--- src/rtl/swc_pkg.sv ---
package swc_pkg;

   // register map, byte addresses
   localparam logic [7:0]  REG_STATUS     = 8'h00;
   localparam logic [7:0]  REG_CTRL       = 8'h04;
   localparam logic [7:0]  REG_IRQ_EN     = 8'h08;
   localparam logic [7:0]  REG_IRQ_FLAG   = 8'h0C;

   // status fields
   localparam int          ST_SLEEP_BIT   = 0;
   localparam int          ST_WDT_WAKE    = 1;
   localparam int          ST_IRQ_WAKE    = 2;
   localparam int          ST_PD_BIT      = 3;
   localparam int          ST_TO_BIT      = 4;

   // control fields
   localparam int          CTL_WDT_EN     = 0;
   localparam int          CTL_RC_OSC     = 1;
   localparam int          CTL_GIE        = 2;
   localparam logic [2:0]  CTRL_RESET     = 3'h1;

   // interrupt sources: 0 ext pin, 1 port change, 2..9 sleep-capable
   // peripherals, 10..13 peripherals on the core clock
   localparam int          NUM_IRQ        = 14;
   localparam logic [13:0] WAKE_ELIGIBLE  = 14'h03FF;
   localparam logic [13:0] IRQ_EN_RESET   = 14'h0000;

   // timing
   localparam int          CLK_PERIOD_NS  = 8;
   localparam int          OSC_PERIOD_NS  = 8;
   localparam int          OST_OSC_PERIODS = 1024;
   localparam int          OST_CYCLES     =
      (OST_OSC_PERIODS * OSC_PERIOD_NS + CLK_PERIOD_NS - 1) / CLK_PERIOD_NS;
   localparam int          WDT_PERIOD_NS  = 18_000_000;
   localparam int          WDT_CYCLES     = WDT_PERIOD_NS / CLK_PERIOD_NS;

   localparam int          PC_W           = 13;
   localparam logic [12:0] VECTOR_ADDR    = 13'h0004;

   localparam logic [1:0]  RESP_OKAY      = 2'h0;
   localparam logic [1:0]  RESP_SLVERR    = 2'h2;

   typedef enum logic [1:0] {
      ST_RUN      = 2'b00,
      ST_SLEEP    = 2'b01,
      ST_OSC_WAIT = 2'b10,
      ST_RESUME   = 2'b11
   } swc_state_type;

   typedef struct packed {
      logic [31:0] count;
      logic        expired;
   } swc_wdt_type;

   localparam swc_wdt_type WDT_RESET = '{count: 32'h0000_0000, expired: 1'b0};

   typedef struct packed {
      swc_state_type state;
      logic [10:0]   ost_cnt;
      logic          power_down;
      logic          timeout;
      logic          wdt_wake;
      logic          irq_wake;
      logic [2:0]    ctrl;
      logic [13:0]   irq_en;
      logic          awready;
      logic          wready;
      logic          bvalid;
      logic [1:0]    bresp;
      logic          arready;
      logic          rvalid;
      logic [1:0]    rresp;
      logic [31:0]   rdata;
      logic          wdt_clear;
      logic          osc_drive_en;
      logic          io_hold;
      logic          core_clk_run;
      logic          prefetch_req;
      logic          resume_req;
      logic          vector_req;
      logic [12:0]   vector_addr;
      logic          device_reset;
   } swc_top_type;

   localparam swc_top_type TOP_RESET = '{
      state: ST_RUN, ost_cnt: 11'h000, power_down: 1'b1, timeout: 1'b1,
      wdt_wake: 1'b0, irq_wake: 1'b0, ctrl: CTRL_RESET, irq_en: IRQ_EN_RESET,
      awready: 1'b0, wready: 1'b0, bvalid: 1'b0, bresp: RESP_OKAY,
      arready: 1'b0, rvalid: 1'b0, rresp: RESP_OKAY, rdata: 32'h0000_0000,
      wdt_clear: 1'b0, osc_drive_en: 1'b1, io_hold: 1'b0, core_clk_run: 1'b1,
      prefetch_req: 1'b0, resume_req: 1'b0, vector_req: 1'b0,
      vector_addr: 13'h0000, device_reset: 1'b0};

endpackage : swc_pkg

--- src/rtl/swc_watchdog.sv ---
`timescale 1ns/100ps
module swc_watchdog #(
   parameter int WDT_LIMIT = swc_pkg::WDT_CYCLES
) (
   input  wire logic aclk,      // clock
   input  wire logic aresetn,   // sync reset, active low
   input  wire logic enable,    // watchdog enabled
   input  wire logic clear,     // clear counter
   output logic      expired    // one-cycle expiry pulse
);

   swc_pkg::swc_wdt_type q;
   swc_pkg::swc_wdt_type d;

   // keeps counting whether or not the core clock runs
   always_comb begin
      d         = q;
      d.expired = 1'b0;
      if (clear || !enable) begin
         d.count = 32'h0000_0000;
      end else if (q.count == 32'(WDT_LIMIT - 1)) begin
         d.count   = 32'h0000_0000;
         d.expired = 1'b1;
      end else begin
         d.count = q.count + 32'h0000_0001;
      end
   end

   always_ff @(posedge aclk) begin
      if (!aresetn) begin
         q <= swc_pkg::WDT_RESET;
      end else begin
         q <= d;
      end
   end

   assign expired = q.expired;

endmodule : swc_watchdog

--- src/rtl/swc_top.sv ---
// Notes on behaviour
// - sleep instruction enters power-down unless an enabled interrupt is pending.
// - entry clears watchdog, clears power-down flag, sets timeout flag, stops oscillator.
// - ports hold their pre-sleep state throughout power-down.
// - wake on master clear, enabled watchdog expiry, or enabled eligible interrupt.
// - master clear resets the device; other wake events continue execution.
// - watchdog wake clears the timeout flag.
// - power-down flag set at power-up, cleared only by executed sleep.
// - only listed sleep-capable peripheral interrupts may wake the device.
// - core-clocked peripheral interrupts cannot act while asleep.
// - next instruction is prefetched while sleep executes.
// - wake needs the source enable only; global enable is ignored.
// - after interrupt wake run prefetched instruction, then vector 0004h if enabled.
// - pending enabled interrupt makes sleep a no-op; watchdog and flags untouched.
// - interrupt during or after sleep: sleep completes fully, then wakes at once.
// - crystal modes wait 1024 oscillator periods after wake; RC mode none. Here a master clear wake restarts the clock at once.
// - watchdog expiry resets when running, only wakes when asleep; here an expiry in the cycle of a sleep instruction is dropped.
//
// The AXI4-Lite register port and the placing of the registers were left to the implementer.
`timescale 1ns/100ps
module swc_top #(
   parameter int WDT_LIMIT = swc_pkg::WDT_CYCLES
) (
   input  wire logic        aclk,            // clock
   input  wire logic        aresetn,         // sync reset, active low
   input  wire logic [7:0]  s_axi_awaddr,    // write address
   input  wire logic        s_axi_awvalid,   // write address valid
   output logic             s_axi_awready,   // write address ready
   input  wire logic [31:0] s_axi_wdata,     // write data
   input  wire logic [3:0]  s_axi_wstrb,     // write byte strobes
   input  wire logic        s_axi_wvalid,    // write data valid
   output logic             s_axi_wready,    // write data ready
   output logic [1:0]       s_axi_bresp,     // write response
   output logic             s_axi_bvalid,    // write response valid
   input  wire logic        s_axi_bready,    // write response ready
   input  wire logic [7:0]  s_axi_araddr,    // read address
   input  wire logic        s_axi_arvalid,   // read address valid
   output logic             s_axi_arready,   // read address ready
   output logic [31:0]      s_axi_rdata,     // read data
   output logic [1:0]       s_axi_rresp,     // read response
   output logic             s_axi_rvalid,    // read data valid
   input  wire logic        s_axi_rready,    // read data ready
   input  wire logic        sleep_exec,      // core executes sleep, pulse
   input  wire logic        watchdog_clear_instr, // core executes clear, pulse
   input  wire logic        master_clear_pin_n,   // external reset pin, low active
   input  wire logic [13:0] irq_flags,       // interrupt flags of all sources
   output logic             osc_drive_en,    // oscillator driver on
   output logic             core_clk_run,    // core clock running
   output logic             io_hold,         // freeze port drivers
   output logic             prefetch_req,    // fetch next word, pulse
   output logic             resume_req,      // execute prefetched word, pulse
   output logic             vector_req,      // branch to vector, pulse
   output logic [12:0]      vector_addr,     // branch target
   output logic             device_reset,    // full device reset, pulse
   output logic             watchdog_timer_expired // watchdog expiry, pulse
);

   swc_pkg::swc_top_type q;
   swc_pkg::swc_top_type d;
   logic                 wdt_expired;
   logic                 irq_pending;
   logic                 irq_wake_pending;
   logic                 wdt_hit;
   logic                 wr_go;
   logic                 rd_go;
   logic [2:0]           wr_sel;
   logic [2:0]           rd_sel;

   // one-hot select: status, ctrl, enable, flags; zero when unmapped
   function automatic logic [3:0] reg_sel(input logic [7:0] addr);
      case (addr)
         swc_pkg::REG_STATUS:   reg_sel = 4'h1;
         swc_pkg::REG_CTRL:     reg_sel = 4'h2;
         swc_pkg::REG_IRQ_EN:   reg_sel = 4'h4;
         swc_pkg::REG_IRQ_FLAG: reg_sel = 4'h8;
         default:               reg_sel = 4'h0;
      endcase
   endfunction : reg_sel

   logic [3:0] wsel;
   logic [3:0] rsel;

   swc_watchdog #(
      .WDT_LIMIT (WDT_LIMIT)
   ) u_wdt (
      .aclk    (aclk),
      .aresetn (aresetn),
      .enable  (q.ctrl[swc_pkg::CTL_WDT_EN]),
      .clear   (q.wdt_clear),
      .expired (wdt_expired)
   );

   always_comb begin
      wsel    = reg_sel(s_axi_awaddr);
      rsel    = reg_sel(s_axi_araddr);
      wr_sel  = 3'h0;
      rd_sel  = 3'h0;
      // source enable alone decides, global enable plays no part
      irq_pending      = |(irq_flags & q.irq_en);
      // core-clocked sources masked off while asleep
      irq_wake_pending = |(irq_flags & q.irq_en & swc_pkg::WAKE_ELIGIBLE);
      wdt_hit = wdt_expired && q.ctrl[swc_pkg::CTL_WDT_EN];
      wr_go   = s_axi_awvalid && s_axi_wvalid && !q.bvalid && !q.awready;
      rd_go   = s_axi_arvalid && !q.rvalid && !q.arready;

      d              = q;
      d.wdt_clear    = watchdog_clear_instr;
      d.prefetch_req = 1'b0;
      d.resume_req   = 1'b0;
      d.vector_req   = 1'b0;
      d.device_reset = 1'b0;

      if (!master_clear_pin_n) begin
         // external reset at any time, asleep or not
         d.device_reset = 1'b1;
         d.state        = swc_pkg::ST_RUN;
         d.osc_drive_en = 1'b1;
         d.core_clk_run = 1'b1;
         d.io_hold      = 1'b0;
      end else begin
         case (q.state)
            swc_pkg::ST_RUN: begin
               if (sleep_exec && irq_pending) begin
                  // no-op: watchdog and both flags left alone
                  d.wdt_clear = watchdog_clear_instr;
               end else if (sleep_exec) begin
                  d.state        = swc_pkg::ST_SLEEP;
                  d.wdt_clear    = 1'b1;
                  d.power_down   = 1'b0;
                  d.timeout      = 1'b1;
                  d.osc_drive_en = 1'b0;
                  d.core_clk_run = 1'b0;
                  d.io_hold      = 1'b1;
                  d.prefetch_req = 1'b1;
                  d.wdt_wake     = 1'b0;
                  d.irq_wake     = 1'b0;
               end else if (wdt_hit) begin
                  d.device_reset = 1'b1;
                  d.timeout      = 1'b0;
               end
            end
            swc_pkg::ST_SLEEP: begin
               // watched on aclk while the core clock is stopped
               if (wdt_hit || irq_wake_pending) begin
                  d.wdt_wake     = wdt_hit;
                  d.irq_wake     = !wdt_hit;
                  d.timeout      = !wdt_hit;
                  d.osc_drive_en = 1'b1;
                  d.ost_cnt      = 11'h000;
                  d.state        = q.ctrl[swc_pkg::CTL_RC_OSC] ?
                                   swc_pkg::ST_RESUME : swc_pkg::ST_OSC_WAIT;
               end
            end
            swc_pkg::ST_OSC_WAIT: begin
               if (q.ost_cnt == 11'(swc_pkg::OST_CYCLES - 1)) begin
                  d.state = swc_pkg::ST_RESUME;
               end else begin
                  d.ost_cnt = q.ost_cnt + 11'h001;
               end
            end
            swc_pkg::ST_RESUME: begin
               // continue, no reset: prefetched word first, then vector
               d.state        = swc_pkg::ST_RUN;
               d.core_clk_run = 1'b1;
               d.io_hold      = 1'b0;
               d.resume_req   = 1'b1;
               d.vector_req   = q.irq_wake && q.ctrl[swc_pkg::CTL_GIE];
               d.vector_addr  = swc_pkg::VECTOR_ADDR;
            end
            default: begin
               d.state = swc_pkg::ST_RUN;
            end
         endcase
      end

      // write channel: address and data taken together
      d.awready = wr_go;
      d.wready  = wr_go;
      if (wr_go) begin
         d.bvalid = 1'b1;
         d.bresp  = (wsel == 4'h0) ? swc_pkg::RESP_SLVERR : swc_pkg::RESP_OKAY;
         wr_sel   = wsel[2:0];
         if (wr_sel[1] && s_axi_wstrb[0]) begin
            d.ctrl = s_axi_wdata[2:0];
         end
         if (wr_sel[2] && s_axi_wstrb[0]) begin
            d.irq_en[7:0] = s_axi_wdata[7:0];
         end
         if (wr_sel[2] && s_axi_wstrb[1]) begin
            d.irq_en[13:8] = s_axi_wdata[13:8];
         end
      end else if (q.bvalid && s_axi_bready) begin
         d.bvalid = 1'b0;
      end

      // read channel
      d.arready = rd_go;
      if (rd_go) begin
         d.rvalid = 1'b1;
         d.rresp  = (rsel == 4'h0) ? swc_pkg::RESP_SLVERR : swc_pkg::RESP_OKAY;
         d.rdata  = 32'h0000_0000;
         rd_sel   = rsel[2:0];
         if (rsel[0]) begin
            d.rdata[swc_pkg::ST_SLEEP_BIT] = (q.state != swc_pkg::ST_RUN);
            d.rdata[swc_pkg::ST_WDT_WAKE]  = q.wdt_wake;
            d.rdata[swc_pkg::ST_IRQ_WAKE]  = q.irq_wake;
            d.rdata[swc_pkg::ST_PD_BIT]    = q.power_down;
            d.rdata[swc_pkg::ST_TO_BIT]    = q.timeout;
         end
         if (rd_sel[1]) begin
            d.rdata[2:0] = q.ctrl;
         end
         if (rd_sel[2]) begin
            d.rdata[13:0] = q.irq_en;
         end
         if (rsel[3]) begin
            d.rdata[13:0] = irq_flags;
         end
      end else if (q.rvalid && s_axi_rready) begin
         d.rvalid = 1'b0;
      end
   end

   always_ff @(posedge aclk) begin
      if (!aresetn) begin
         q <= swc_pkg::TOP_RESET;
      end else begin
         q <= d;
      end
   end

   assign s_axi_awready          = q.awready;
   assign s_axi_wready           = q.wready;
   assign s_axi_bvalid           = q.bvalid;
   assign s_axi_bresp            = q.bresp;
   assign s_axi_arready          = q.arready;
   assign s_axi_rvalid           = q.rvalid;
   assign s_axi_rresp            = q.rresp;
   assign s_axi_rdata            = q.rdata;
   assign osc_drive_en           = q.osc_drive_en;
   assign core_clk_run           = q.core_clk_run;
   assign io_hold                = q.io_hold;
   assign prefetch_req           = q.prefetch_req;
   assign resume_req             = q.resume_req;
   assign vector_req             = q.vector_req;
   assign vector_addr            = q.vector_addr;
   assign device_reset           = q.device_reset;
   assign watchdog_timer_expired = wdt_expired;

endmodule : swc_top

--- config.mk ---
export PLATFORM = sky130hd
export DESIGN_NAME = swc_top
export DESIGN_NICKNAME = d
export VERILOG_FILES = /design/src/rtl/swc_pkg.sv /design/src/rtl/swc_watchdog.sv /design/src/rtl/swc_top.sv
export SDC_FILE = /design/constraint.sdc
export NUM_CORES = 1
export LEC_CHECK = 0
export BUFFER_PORTS_ARGS = -buffer_cell sky130_fd_sc_hd__buf_2
export CELL_PAD_IN_SITES_DETAIL_PLACEMENT = 1
export CELL_PAD_IN_SITES_GLOBAL_PLACEMENT = 1
export CORE_MARGIN = 2
export CORE_UTILIZATION = 38
export CTS_CLUSTER_SIZE = 14
export DETAILED_ROUTE_END_ITERATION = 8
export PLACE_DENSITY = 0.77
export SLEW_MARGIN = 20
export SYNTH_ARGS = -nofsm -noshare
export SYNTH_HDL_FRONTEND = slang
export SYNTH_SLANG_ARGS = --single-unit
--- constraint.sdc ---
create_clock -name aclk -period 2.8 [get_ports aclk]
set_input_delay 0.7 -clock aclk [delete_from_list [all_inputs] [get_ports aclk]]
set_output_delay 0.7 -clock aclk [all_outputs]
set_load 0.05 [all_outputs]
==> Yosys cells after proc, flatten, opt, wreduce, memory -nomap -nowiden <==
Cells that the tools add are included.
{ "classes": {"muxes": 41, "reduce_logical": 50, "eq_ne": 17, "shift": 0, "mul": 0, "div_mod_pow": 0, "add_sub_neg": 2, "bitwise_logic": 5, "order_cmp": 0} }
{ "ops": {"columns": ["operator", "n"], "rows": [
  ["$add A32 B1 Y32 const B", 1],
  ["$eq A32 B22 Y1 const B", 1],
  ["$eq A8 B4 Y1 const B", 4],
  ["$pmux W4 S4", 2],
  ["$mux W14", 2],
  ["$pmux W11 S2", 1],
  ["$mux W1", 17],
  ["$eq A8 B3 Y1 const B", 2],
  ["$logic_not A8 Y1", 2],
  ["$reduce_and A4 Y1", 4],
  ["$mux W15", 1],
  ["$and A14 B14 Y14", 1],
  ["$reduce_or A14 Y1", 1],
  ["$logic_and A1 B1 Y1", 13],
  ["$mux W13", 1],
  ["$mux W2", 6],
  ["$reduce_bool A2 Y1", 6],
  ["$add A11 B1 Y11 const B", 1],
  ["$eq A11 B10 Y1 const B", 1],
  ["$mux W11", 1],
  ["$mux W5", 2],
  ["$ne A2 B2 Y1 const B", 5],
  ["$reduce_and A2 Y1", 5],
  ["$reduce_and A5 Y1", 2],
  ["other kinds (19)", 33]
]} }
{ "totals": {"n_memories": 0, "in_bits": 76, "elab_cells": 142, "latch_bits": 0, "mem_bits_ro": 0, "ff_bits": 98, "mem_bits_rw": 0} }

==> Logic depth before layout (Yosys ltp) <==
Gate-level depths: netlist (run 1).
{ "logic_depth": {"ltp_word": 6, "ltp_mapped": 8} }

==> Modules after synthesis <==
From an unflattened synthesis (run 1), not the netlist that was laid out.
{ "unflattened": {"cells_unflattened": 566, "hier_area_um2": 5028.6} }
{ "modules_own_cells": {"columns": ["mod", "area_each_um2", "n_inst", "cells_per_inst"], "rows": [
  ["swc_top", 3442.1, 1, 383],
  ["swc_watchdog", 1586.5, 1, 183]
]} }

==> Least setup slack after synthesis (run 1) <==
No wires, ideal clock.
{ "synth_timing": {"kind": "input-to-reg", "startpoint": "input port s_axi_awvalid", "endpoint": "register q[62] in the netlist's numbering", "setup_time_ns": 0.116, "slack_ns": 0.723, "required_ns": 2.684, "stages": 6, "arrival_ns": 1.961, "n_path_buf": 1, "path_cell_list": "nor4bb_1 -> and3_1 -> and4b_1 -> buf_2 -> mux2i_1 -> nor2b_1"} }
{ "synth_between": {"elab_chain_cells": 4} }
{ "synth_rtl": {"columns": ["item", "line", "text"], "rows": [
  ["start, declared", "swc_top.sv:27", "input wire logic s_axi_awvalid,"],
  ["$logic_and A1 B1 Y1 (3 in series)", "swc_top.sv:103", "wr_go = s_axi_awvalid && s_axi_wvalid && !q.bvalid && !q.awready;"],
  ["$reduce_and A2 Y1 (no source line)", null, null],
  ["end signal, assigned", "swc_top.sv:226", "q <= swc_pkg::TOP_RESET;"],
  ["end, declared", "swc_top.sv:58", "swc_pkg::swc_top_type q;"]
]} }
Every way passes these cells.
A chain may end at the register's enable or synchronous reset.

==> Final worst setup path (run 1) <==
{ "layout_timing": {"startpoint": "input port s_axi_awvalid", "endpoint": "register q[65] in the netlist's numbering"} }
Same word-level chain as after synthesis.

==> metrics.cfg, run 1 <==
[status]
status=finished, final reports clean

[floorplan]
die_w_um=117
dieArea_um2=13600
initial_utilization_pct=38.6
die_y_um=117
fp-row-count=41
ios=138
core-area_um2=12500

[global_route]
grt_use_met3_pct=5.05
grt_pass1_wl_um=20100
overflow=0
grt_util_met1_pct=22.2
grtUsageMet2_pct=33.8
grt_usage_pct=18.9
grt_max_degree=33
antenna_found_initial=1
first_global_vias=4084
grt-busiest-layer=met2

[routing]
vias=4065
post_drt_via_cell_ratio=5.15
post-route-drc-count=0
wl_per_cell_um=15.7
routed_wl_um=12400
drt-pass1-iter-count=4
antenna_left=0
drtIter0Drc=151

[cells_and_area]
fillers=1531
multi_input_area_um2=2510
largest_reg_flops=35
layout_common_cells=dfxtp_1 (96), buf_2 (85), nor2_1 (56)
drive_above_1_share_pct=19.1
regArea_um2=1920
final_common_cell=dfxtp_1
final_nets=694
final_area_um2=5490
area_growth_pct=13.5
largest_register=q

[clocking]
cts_tree=done
cts.sinks=96
h-tree-depth=3
clk_latency_ps=340
clkTransAtPathRegs_ps=60
cts_buffer_depth=2
cts_resized=0
numCtsBuffers=9
post_cts_buffers=0
cts_hold_buf=0
cts-root-buf=clkbuf_16

[power_and_ir_drop]
power_density_nw_per_um2=558
report.power.total_mw=3.06
vdd_ir_drop_max_mv=0.370
p_leak_nw=2.19

[worst_setup_path]
crit_fanout=8
endpoint=q[65]$_SDFFE_PN0P_
crit_buf_inv=1
worstRegToRegCells=7
worstSetupEndpointType=flip-flop
worstReg2RegEnd=q[89]$_SDFFE_PN0P_
cp.arrival_ps=2480
setup.worst_path.class=input pin to flip-flop
r2r-start=q[94]$_SDFFE_PN0P_
crit_path_top_delay_cell=and4b_1
setup.worst_path.start_class=input pin
path_cells=buf_2 -> nor4bb_1 -> and3_1 -> and4b_1 -> mux2i_1 -> nor2b_1
path_delay_family=simple AND/OR/NAND/NOR gates
max_stage_delay_ps=540
cp.required_ps=3040
worst-r2r-setup-slack_ps=570
crit_start=s_axi_awvalid
cp.depth=6

[yosys]
synth.largest_area_cell=dfxtp_1
synth_area_leaders=dfxtp_1 (40%), buf_4 (7.8%), mux2i_1 (4.3%), nor2_1 (4.3%), xnor2_1 (4.3%)
ys_seq_area_share_pct=39.7
synth_edf_count=0
synth_ff_type=dfxtp_1
async_reset_ff_share_pct=0
synth_top_area_share_pct=39.7
synth_area_um2=4840
ys_types=53
yosysWarningCount=0
syn_inst=550
ys_ff_latch=96
syn_avg_cell_area_um2=8.79

[sta]
fin_crit_sh_pct=80.0
hold_violations=0
fin_skew_ps=7.38
setup_viol=0
max_freq_mhz=446
slew_viol_final=0
tightest_slew_ps=617
period_needed_ps=2240
setup_tns_ps=0
rsz0062_at_grt=false
slew_headroom_pct=58.5

[worst_hold_path]
holdCritPathClass=flip-flop to flip-flop

[flow_run]
cap_violations=0

[placement]
io_buffer_count=85
dpl.hpwl_um=9230
gp_congestion=0.819
dpl_cell_area_um2=5190

## power breakdown
part	internal, mW	total (mW)	switching [mW]
Combinational	0.104	0.402	0.298
Clock	0.739	1.25	0.508
Sequential	1.40	1.41	0.0175
Total	2.24	3.06	0.824
## cell type report
cell class              instances  share of cell area (%)
repair buffers                 92                    8.71
well taps                     172                    3.92
clock buffers                  13                    4.74
multi-input cells             396                    45.7
clock inverters                 3                   0.729
flip-flops and latches         96                    35.0
diodes                          1                  0.0456
inverters                      17                    1.16
## kinds of logic after synthesis
group                    count (synthesis)  share of synthesized area, %
buffers and inverters                   89                          10.9
other                                    1                        0.0775
AO/OA/AOI/OAI                           85                          12.3
AND/OR/NAND/NOR                        220                          25.2
XOR/XNOR                                30                          5.43
flip-flops                              96                          39.7
adder cells (fa/ha/maj)                  6                          1.55
multiplexers                            23                          4.81
## Yosys cell counts, types with 3 or more instances
| cell type | instances |
|---|---|
| dfxtp_1 | 96 |
| a21o_1 | 4 |
| or3_1 | 5 |
| nand2b_1 | 3 |
| a31oi_1 | 3 |
| a22oi_1 | 7 |
| o21ai_0 | 17 |
| xor2_1 | 6 |
| xnor2_1 | 24 |
| nor2b_1 | 20 |
| o211ai_1 | 4 |
| nand4_1 | 6 |
| buf_2 | 3 |
| a21oi_1 | 12 |
| nor3_1 | 9 |
| o221a_2 | 4 |
| and4b_1 | 3 |
| or4_1 | 6 |
| inv_1 | 17 |
| and3_1 | 13 |
| nor4b_1 | 5 |
| nand3_1 | 22 |
| nor4_1 | 13 |
| mux2i_1 | 21 |
| nor3b_1 | 11 |
| and2_1 | 6 |
| buf_4 | 50 |
| a21boi_0 | 9 |
| and4_1 | 5 |
| nand2_1 | 27 |
| a221oi_1 | 9 |
| o31ai_1 | 6 |
| nor2_1 | 56 |
| clkbuf_1 | 18 |
| ha_1 | 6 |
## per-stage QoR
step           util (%)  setup slack [ps]  instances  hold WS [ps]
2_1_floorplan         -               723        581           425
3_3_place_gp       41.4               363        773           438
3_5_place_dp       41.4               267        773           452
4_1_cts            43.8               591        789           463
5_1_grt            43.9               358        790           484
6_report           43.9               560        790           458
## worst min-delay path by stage
stage / cells past startpoint / slack (ps) / to / from
after floorplan: 2 / 420 / q[82]$_SDFFE_PN1P_ / q[82]$_SDFFE_PN1P_
after global placement: 1 / 440 / vector_addr[2]$_SDFFE_PN0P_ / vector_addr[2]$_SDFFE_PN0P_
after detailed placement: 1 / 450 / vector_addr[2]$_SDFFE_PN0P_ / vector_addr[2]$_SDFFE_PN0P_
after CTS: 2 / 460 / s_axi_rdata[0]$_SDFFE_PN0P_ / s_axi_rdata[0]$_SDFFE_PN0P_
after global routing: 1 / 480 / vector_addr[2]$_SDFFE_PN0P_ / vector_addr[2]$_SDFFE_PN0P_
final: 1 / 460 / vector_addr[2]$_SDFFE_PN0P_ / vector_addr[2]$_SDFFE_PN0P_
## per-layer routing
layer	share of wire [%]	wire, um
met1	43	5330
met2	52	6430
met3	4.0	493
met4	1.4	172
met5	0	0
No activity file was read; power rests on OpenSTA's default activity.
==> run 2: changes to the inputs <==
Settings changed: ABC_AREA set to 1, CORE_UTILIZATION 38 to 37, PLACE_DENSITY 0.77 to 0.78.
Clock period 2.8 ns to 2.2 ns, I/O delays scaled along.
==> metrics.cfg, run 2 <==
[floorplan]
core-area_um2=14400
die_w_um=124
die_y_um=124
ios=138
initial_utilization_pct=37.3
dieArea_um2=15500
fp-row-count=44

[worst_setup_path]
crit_fanout=4
setup.worst_path.start_class=flip-flop
cp.arrival_ps=2090
cp.required_ps=2440
worstSetupEndpointType=flip-flop
setup.worst_path.class=flip-flop to flip-flop

[status]
status=finished, final reports clean

[placement]
dpl.hpwl_um=10700
gp_congestion=0.881
io_buffer_count=85

[clocking]
cts_buffer_depth=2
clkTransAtPathRegs_ps=70
cts_hold_buf=0
h-tree-depth=3
post_cts_buffers=0
cts_tree=done
cts-root-buf=clkbuf_16
cts.sinks=96
clk_latency_ps=350
numCtsBuffers=9

[yosys]
async_reset_ff_share_pct=0
syn_avg_cell_area_um2=6.77
ys_seq_area_share_pct=35.8
ys_ff_latch=96
synth_ff_type=dfxtp_1
synth.top_cells.by_count=nand2_1 (201), nor2_1 (117), dfxtp_1 (96)
synth_area_um2=5370
synth_top_area_share_pct=35.8
synth_edf_count=0
ys_types=37
syn_inst=792
yosysWarningCount=0
synth_area_leaders=dfxtp_1 (36%), nand2_1 (14%), nor2_1 (8.2%), buf_4 (7.0%), inv_1 (6.5%)
synth.largest_area_cell=dfxtp_1
synth.most_common_cell=nand2_1

[sta]
tightest_slew_ps=557
setup_viol=0
slew_headroom_pct=62.8
slew_viol_final=0
holdWs_ps=394
max_freq_mhz=541
setup_tns_ps=0
rsz0062_at_grt=false
period_needed_ps=1850
fin_crit_sh_pct=84.0
fin_skew_ps=8.33
hold_violations=0

[cells_and_area]
antenna_cells=0
layout_common_cells=nand2_1 (201), nor2_1 (116), dfxtp_1 (96)
final_nets=950
multi_input_area_um2=2750
drive_above_1_share_pct=15.1
regArea_um2=1920
largest_register=q
final_common_cell=nand2_1
fillers=1925
largest_reg_flops=35
area_growth_pct=13.1

[routing]
routed_wl_um=14000
vias=4982
post-route-drc-count=0
post_drt_via_cell_ratio=4.72
antenna_left=0
drt-pass1-iter-count=6
wl_per_cell_um=13.3
drtIter0Drc=240

[power_and_ir_drop]
power_density_nw_per_um2=644
vdd_ir_drop_max_mv=0.340
report.power.total_mw=3.90
p_leak_nw=2.76

[global_route]
first_global_vias=4894
overflow=0
antenna_found_initial=0
grt_pass1_wl_um=23400
grt_max_degree=30
grt_usage_pct=18.4

[worst_hold_path]
holdCritPathClass=input pin to flip-flop

[flow_run]
cap_violations=0

## run 2: cell count changes after synthesis, moves of 10 or more
cell      before  now
nor3_1         9   27
xor2_1         6   22
nor2_1        56  117
and3_1        13    0
nand3_1       22   48
mux2i_1       21    0
xnor2_1       24    9
nor2_2         0   10
nor4_1        13    1
nand2_1       27  201
a21oi_1       12   27
clkbuf_1      18    7
inv_1         17   93
nor2b_1       20    0
## run 2: timing repair
| item | 4_1_cts | 5_1_grt |
|---|---|---|
| setup endpoints to repair | 0 | 13 |
| hold endpoints to repair | 0 | 0 |
| gates resized for setup | 0 | 1 |
## run 2: final timing paths
| path | from | to | slack [ps] | cells past startpoint |
|---|---|---|---|---|
| setup / recovery | u_wdt.q[1]$_SDFF_PP0_ | u_wdt.q[21]$_SDFF_PP0_ | 350 | 8 |
| hold reg to reg | vector_addr[2]$_SDFFE_PN0P_ | vector_addr[2]$_SDFFE_PN0P_ | 450 | 2 |
| hold / removal | s_axi_rready | s_axi_rvalid$_SDFFE_PN0P_ | 390 | 2 |
| setup reg to reg | u_wdt.q[1]$_SDFF_PP0_ | u_wdt.q[21]$_SDFF_PP0_ | 350 | 8 |
## run 2: cell families after synthesis
family                     Yosys count  share of synthesized area [%]
xor gates and xnor gates            31                           5.06
adders and majority gates            6                           1.40
and+or+nand+nor                    432                           34.9
AOI/OAI and AO/OA                   66                           7.60
buffers and inverters              160                           15.2
DFF                                 96                           35.8
other                                1                         0.0699
## run 2: per-stage QoR
stage               cell area, um2  util [%]  setup WS (ps)  std cells
floorplan                     5480         -            499        823
global placement              5780      40.2            201       1041
detailed placement            5780      40.2           93.9       1041
CTS                           6060      42.2           62.2       1056
global route                  6070      42.2           97.7       1056
finish                        6070      42.2            351       1056
## run 2: layout make-up
class                           count  share of cell area (%)
Timing Repair Buffer               98                    8.62
Clock buffer                       12                    4.23
Multi-Input combinational cell    567                    45.3
Sequential cell                    96                    31.7
Clock inverter                      3                   0.412
Inverter                           96                    5.96
Tap cell                          184                    3.79
## run 2: critical path, stage by stage (launching register included)
cell and delay (ps):
dfxtp_1 370, ha_1 240, nand3_2 130, inv_1 90, nand2_1 150, nor2_1 330, nand4_1 170, xor2_1 200
nor2_2 50
## run 2: where the power goes
group          leakage [nW]  switching [mW]  internal, mW  total [mW]
Sequential            0.779          0.0262          1.78        1.81
Combinational          1.84           0.421         0.137       0.558
Clock                 0.136           0.706         0.832        1.54
## run 2: per-layer routing
layer | track usage (%) | share of wire [%]
met3 | 2.66 | 2.7
met1 | 22.4 | 45
met2 | 32.3 | 50
met4 | 8.20 | 2.4
met5 | 0 | 0
==> run 3: changes to the inputs <==
Clock period 2.2 ns to 1.8 ns, I/O delays scaled along.
==> metrics.cfg, run 3 (synthesis results as in run 2) <==
[power_and_ir_drop]
switching_share_pct=30.1
clkPwrFrac_pct=38.0
p_sw_mw=1.43
p_leak_nw=3.04
power_density_nw_per_um2=732
p_int_mw=3.33
pwr-share-seq_pct=46.3
pwr-share-comb_pct=15.6
vdd_ir_drop_max_mv=0.372

[placement]
gp_congestion=0.840
io_buffer_count=85
dpl.hpwl_um=11700
dp.cells=1093
dp_slack_ps=-211

[global_route]
grt_max_degree=30
antenna_found_initial=0
grt_usage_pct=19.8
first_global_vias=5379
overflow=0
grt_pass1_wl_um=25200

[floorplan]
core-area_um2=14400
ios=138
die_w_um=124
dieArea_um2=15500
fp-row-count=44
die_y_um=124
initial_utilization_pct=37.3

[cells_and_area]
final_nets=1004
largest_register=q
fillers=1911
drive_above_1_share_pct=20.7
stdcell_count=1111
fin_util_pct=45.3
largest_reg_flops=35
final_common_cell=nand2_1
area_growth_pct=21.4
layout_common_cells=nand2_1 (201), nor2_1 (114), dfxtp_1 (95)
antenna_cells=0

[worst_setup_path]
cp.arrival_ps=1930
setup.worst_path.start_class=flip-flop
worstSetupEndpointType=flip-flop
crit_fanout=19
cp.required_ps=2040
setup.worst_path.class=flip-flop to flip-flop

[routing]
wl_per_cell_um=13.7
antenna_left=0
drtIter0Drc=196
post_drt_via_cell_ratio=4.66
routed_wl_um=15200
post-route-drc-count=0
vias=5178
drt-pass1-iter-count=4

[sta]
hold_violations=0
slew_viol_final=0
fin_crit_sh_pct=93.5
rsz0062_at_grt=false
holdWs_ps=293
setup_ws_ps=117
fin_skew_ps=13.2
period_needed_ps=1680
setup_viol=0
max_freq_mhz=594
setup_tns_ps=0

[clocking]
cts_buffer_depth=2
cts_hold_buf=0
clkTransAtPathRegs_ps=70
numCtsBuffers=9
cts_tree=done
h-tree-depth=3
cts.sinks=96
cts-root-buf=clkbuf_16
clk_latency_ps=350

[worst_hold_path]
holdCritPathClass=input pin to flip-flop

[status]
status=finished, final reports clean

[flow_run]
cap_violations=0

run 3: changes by cell type in the layout (fill, tap and decap cells not counted), sizes merged:
cell | previous run | this run
clkinv | 3 | 7
clkinvlp | 1 | 0
buf | 98 | 152
clkbuf | 12 | 10
run 3: power groups by stage:
stage / clock network [mW] / logic (mW) / registers, mW
after floorplan: 0 / 0.559 / 2.30
after global placement: 0 / 0.726 / 2.26
after global routing: 1.96 / 0.810 / 2.22
after CTS: 1.87 / 0.745 / 2.21
after detailed placement: 0 / 0.737 / 2.26
final: 1.81 / 0.745 / 2.21
run 3: repair_timing:
item,CTS,global route
setup endpoints to repair,24,19
pin swaps,0,2
buffers inserted,0,2
gates resized for setup,3,6
run 3: critical path: stages, from the launching register on:
cell and delay [ps]:
dfxtp_1 340, ha_1 190, nand3_2 90, or2_4 250
clkinv_2 70, nand4_4 90, buf_4 160, o21ai_4 140
buf_12 180, nor2_1 60
run 3: path summary, 6_finish.rpt:
path | endpoint | slack, ps | from | cells after the start
worst max-delay path | u_wdt.q[6]$_SDFF_PP0_ | 120 | u_wdt.q[1]$_SDFF_PP0_ | 9
worst min-delay path | s_axi_rvalid$_SDFFE_PN0P_ | 290 | s_axi_rready | 2
worst max register to register | u_wdt.q[6]$_SDFF_PP0_ | 120 | u_wdt.q[1]$_SDFF_PP0_ | 9
worst min register to register | vector_addr[2]$_SDFFE_PN0P_ | 450 | vector_addr[2]$_SDFFE_PN0P_ | 2
run 3: layout make-up:
| class | instances | area [um2] | area share [%] |
|---|---|---|---|
| multi-input combinational | 567 | 2770 | 42.6 |
| sequential | 96 | 1920 | 29.5 |
| clock buffer | 10 | 229 | 3.52 |
| tap | 184 | 230 | 3.54 |
| timing repair buffer | 152 | 953 | 14.6 |
| clock inverter | 6 | 41.3 | 0.634 |
| inverter | 96 | 362 | 5.55 |
run 3: routing by layer:
| layer | up-vias | share of wire, % | global-route usage [%] |
|---|---|---|---|
| met5 | - | 0 | 0 |
| met4 | 0 | 1.6 | 6.41 |
| met3 | 14 | 2.6 | 3.05 |
| met2 | 77 | 52 | 37.2 |
| met1 | 2420 | 44 | 22.7 |
| li1 | 2667 | - | - |
run 3: through the flow:
stage | power, mW | instance area (um2)
after global routing | 4.98 | 6510
after CTS | 4.82 | 6480
after global placement | 2.98 | 6200
after detailed placement | 3.00 | 6200
after floorplan | 2.86 | 5480
final | 4.77 | 6510
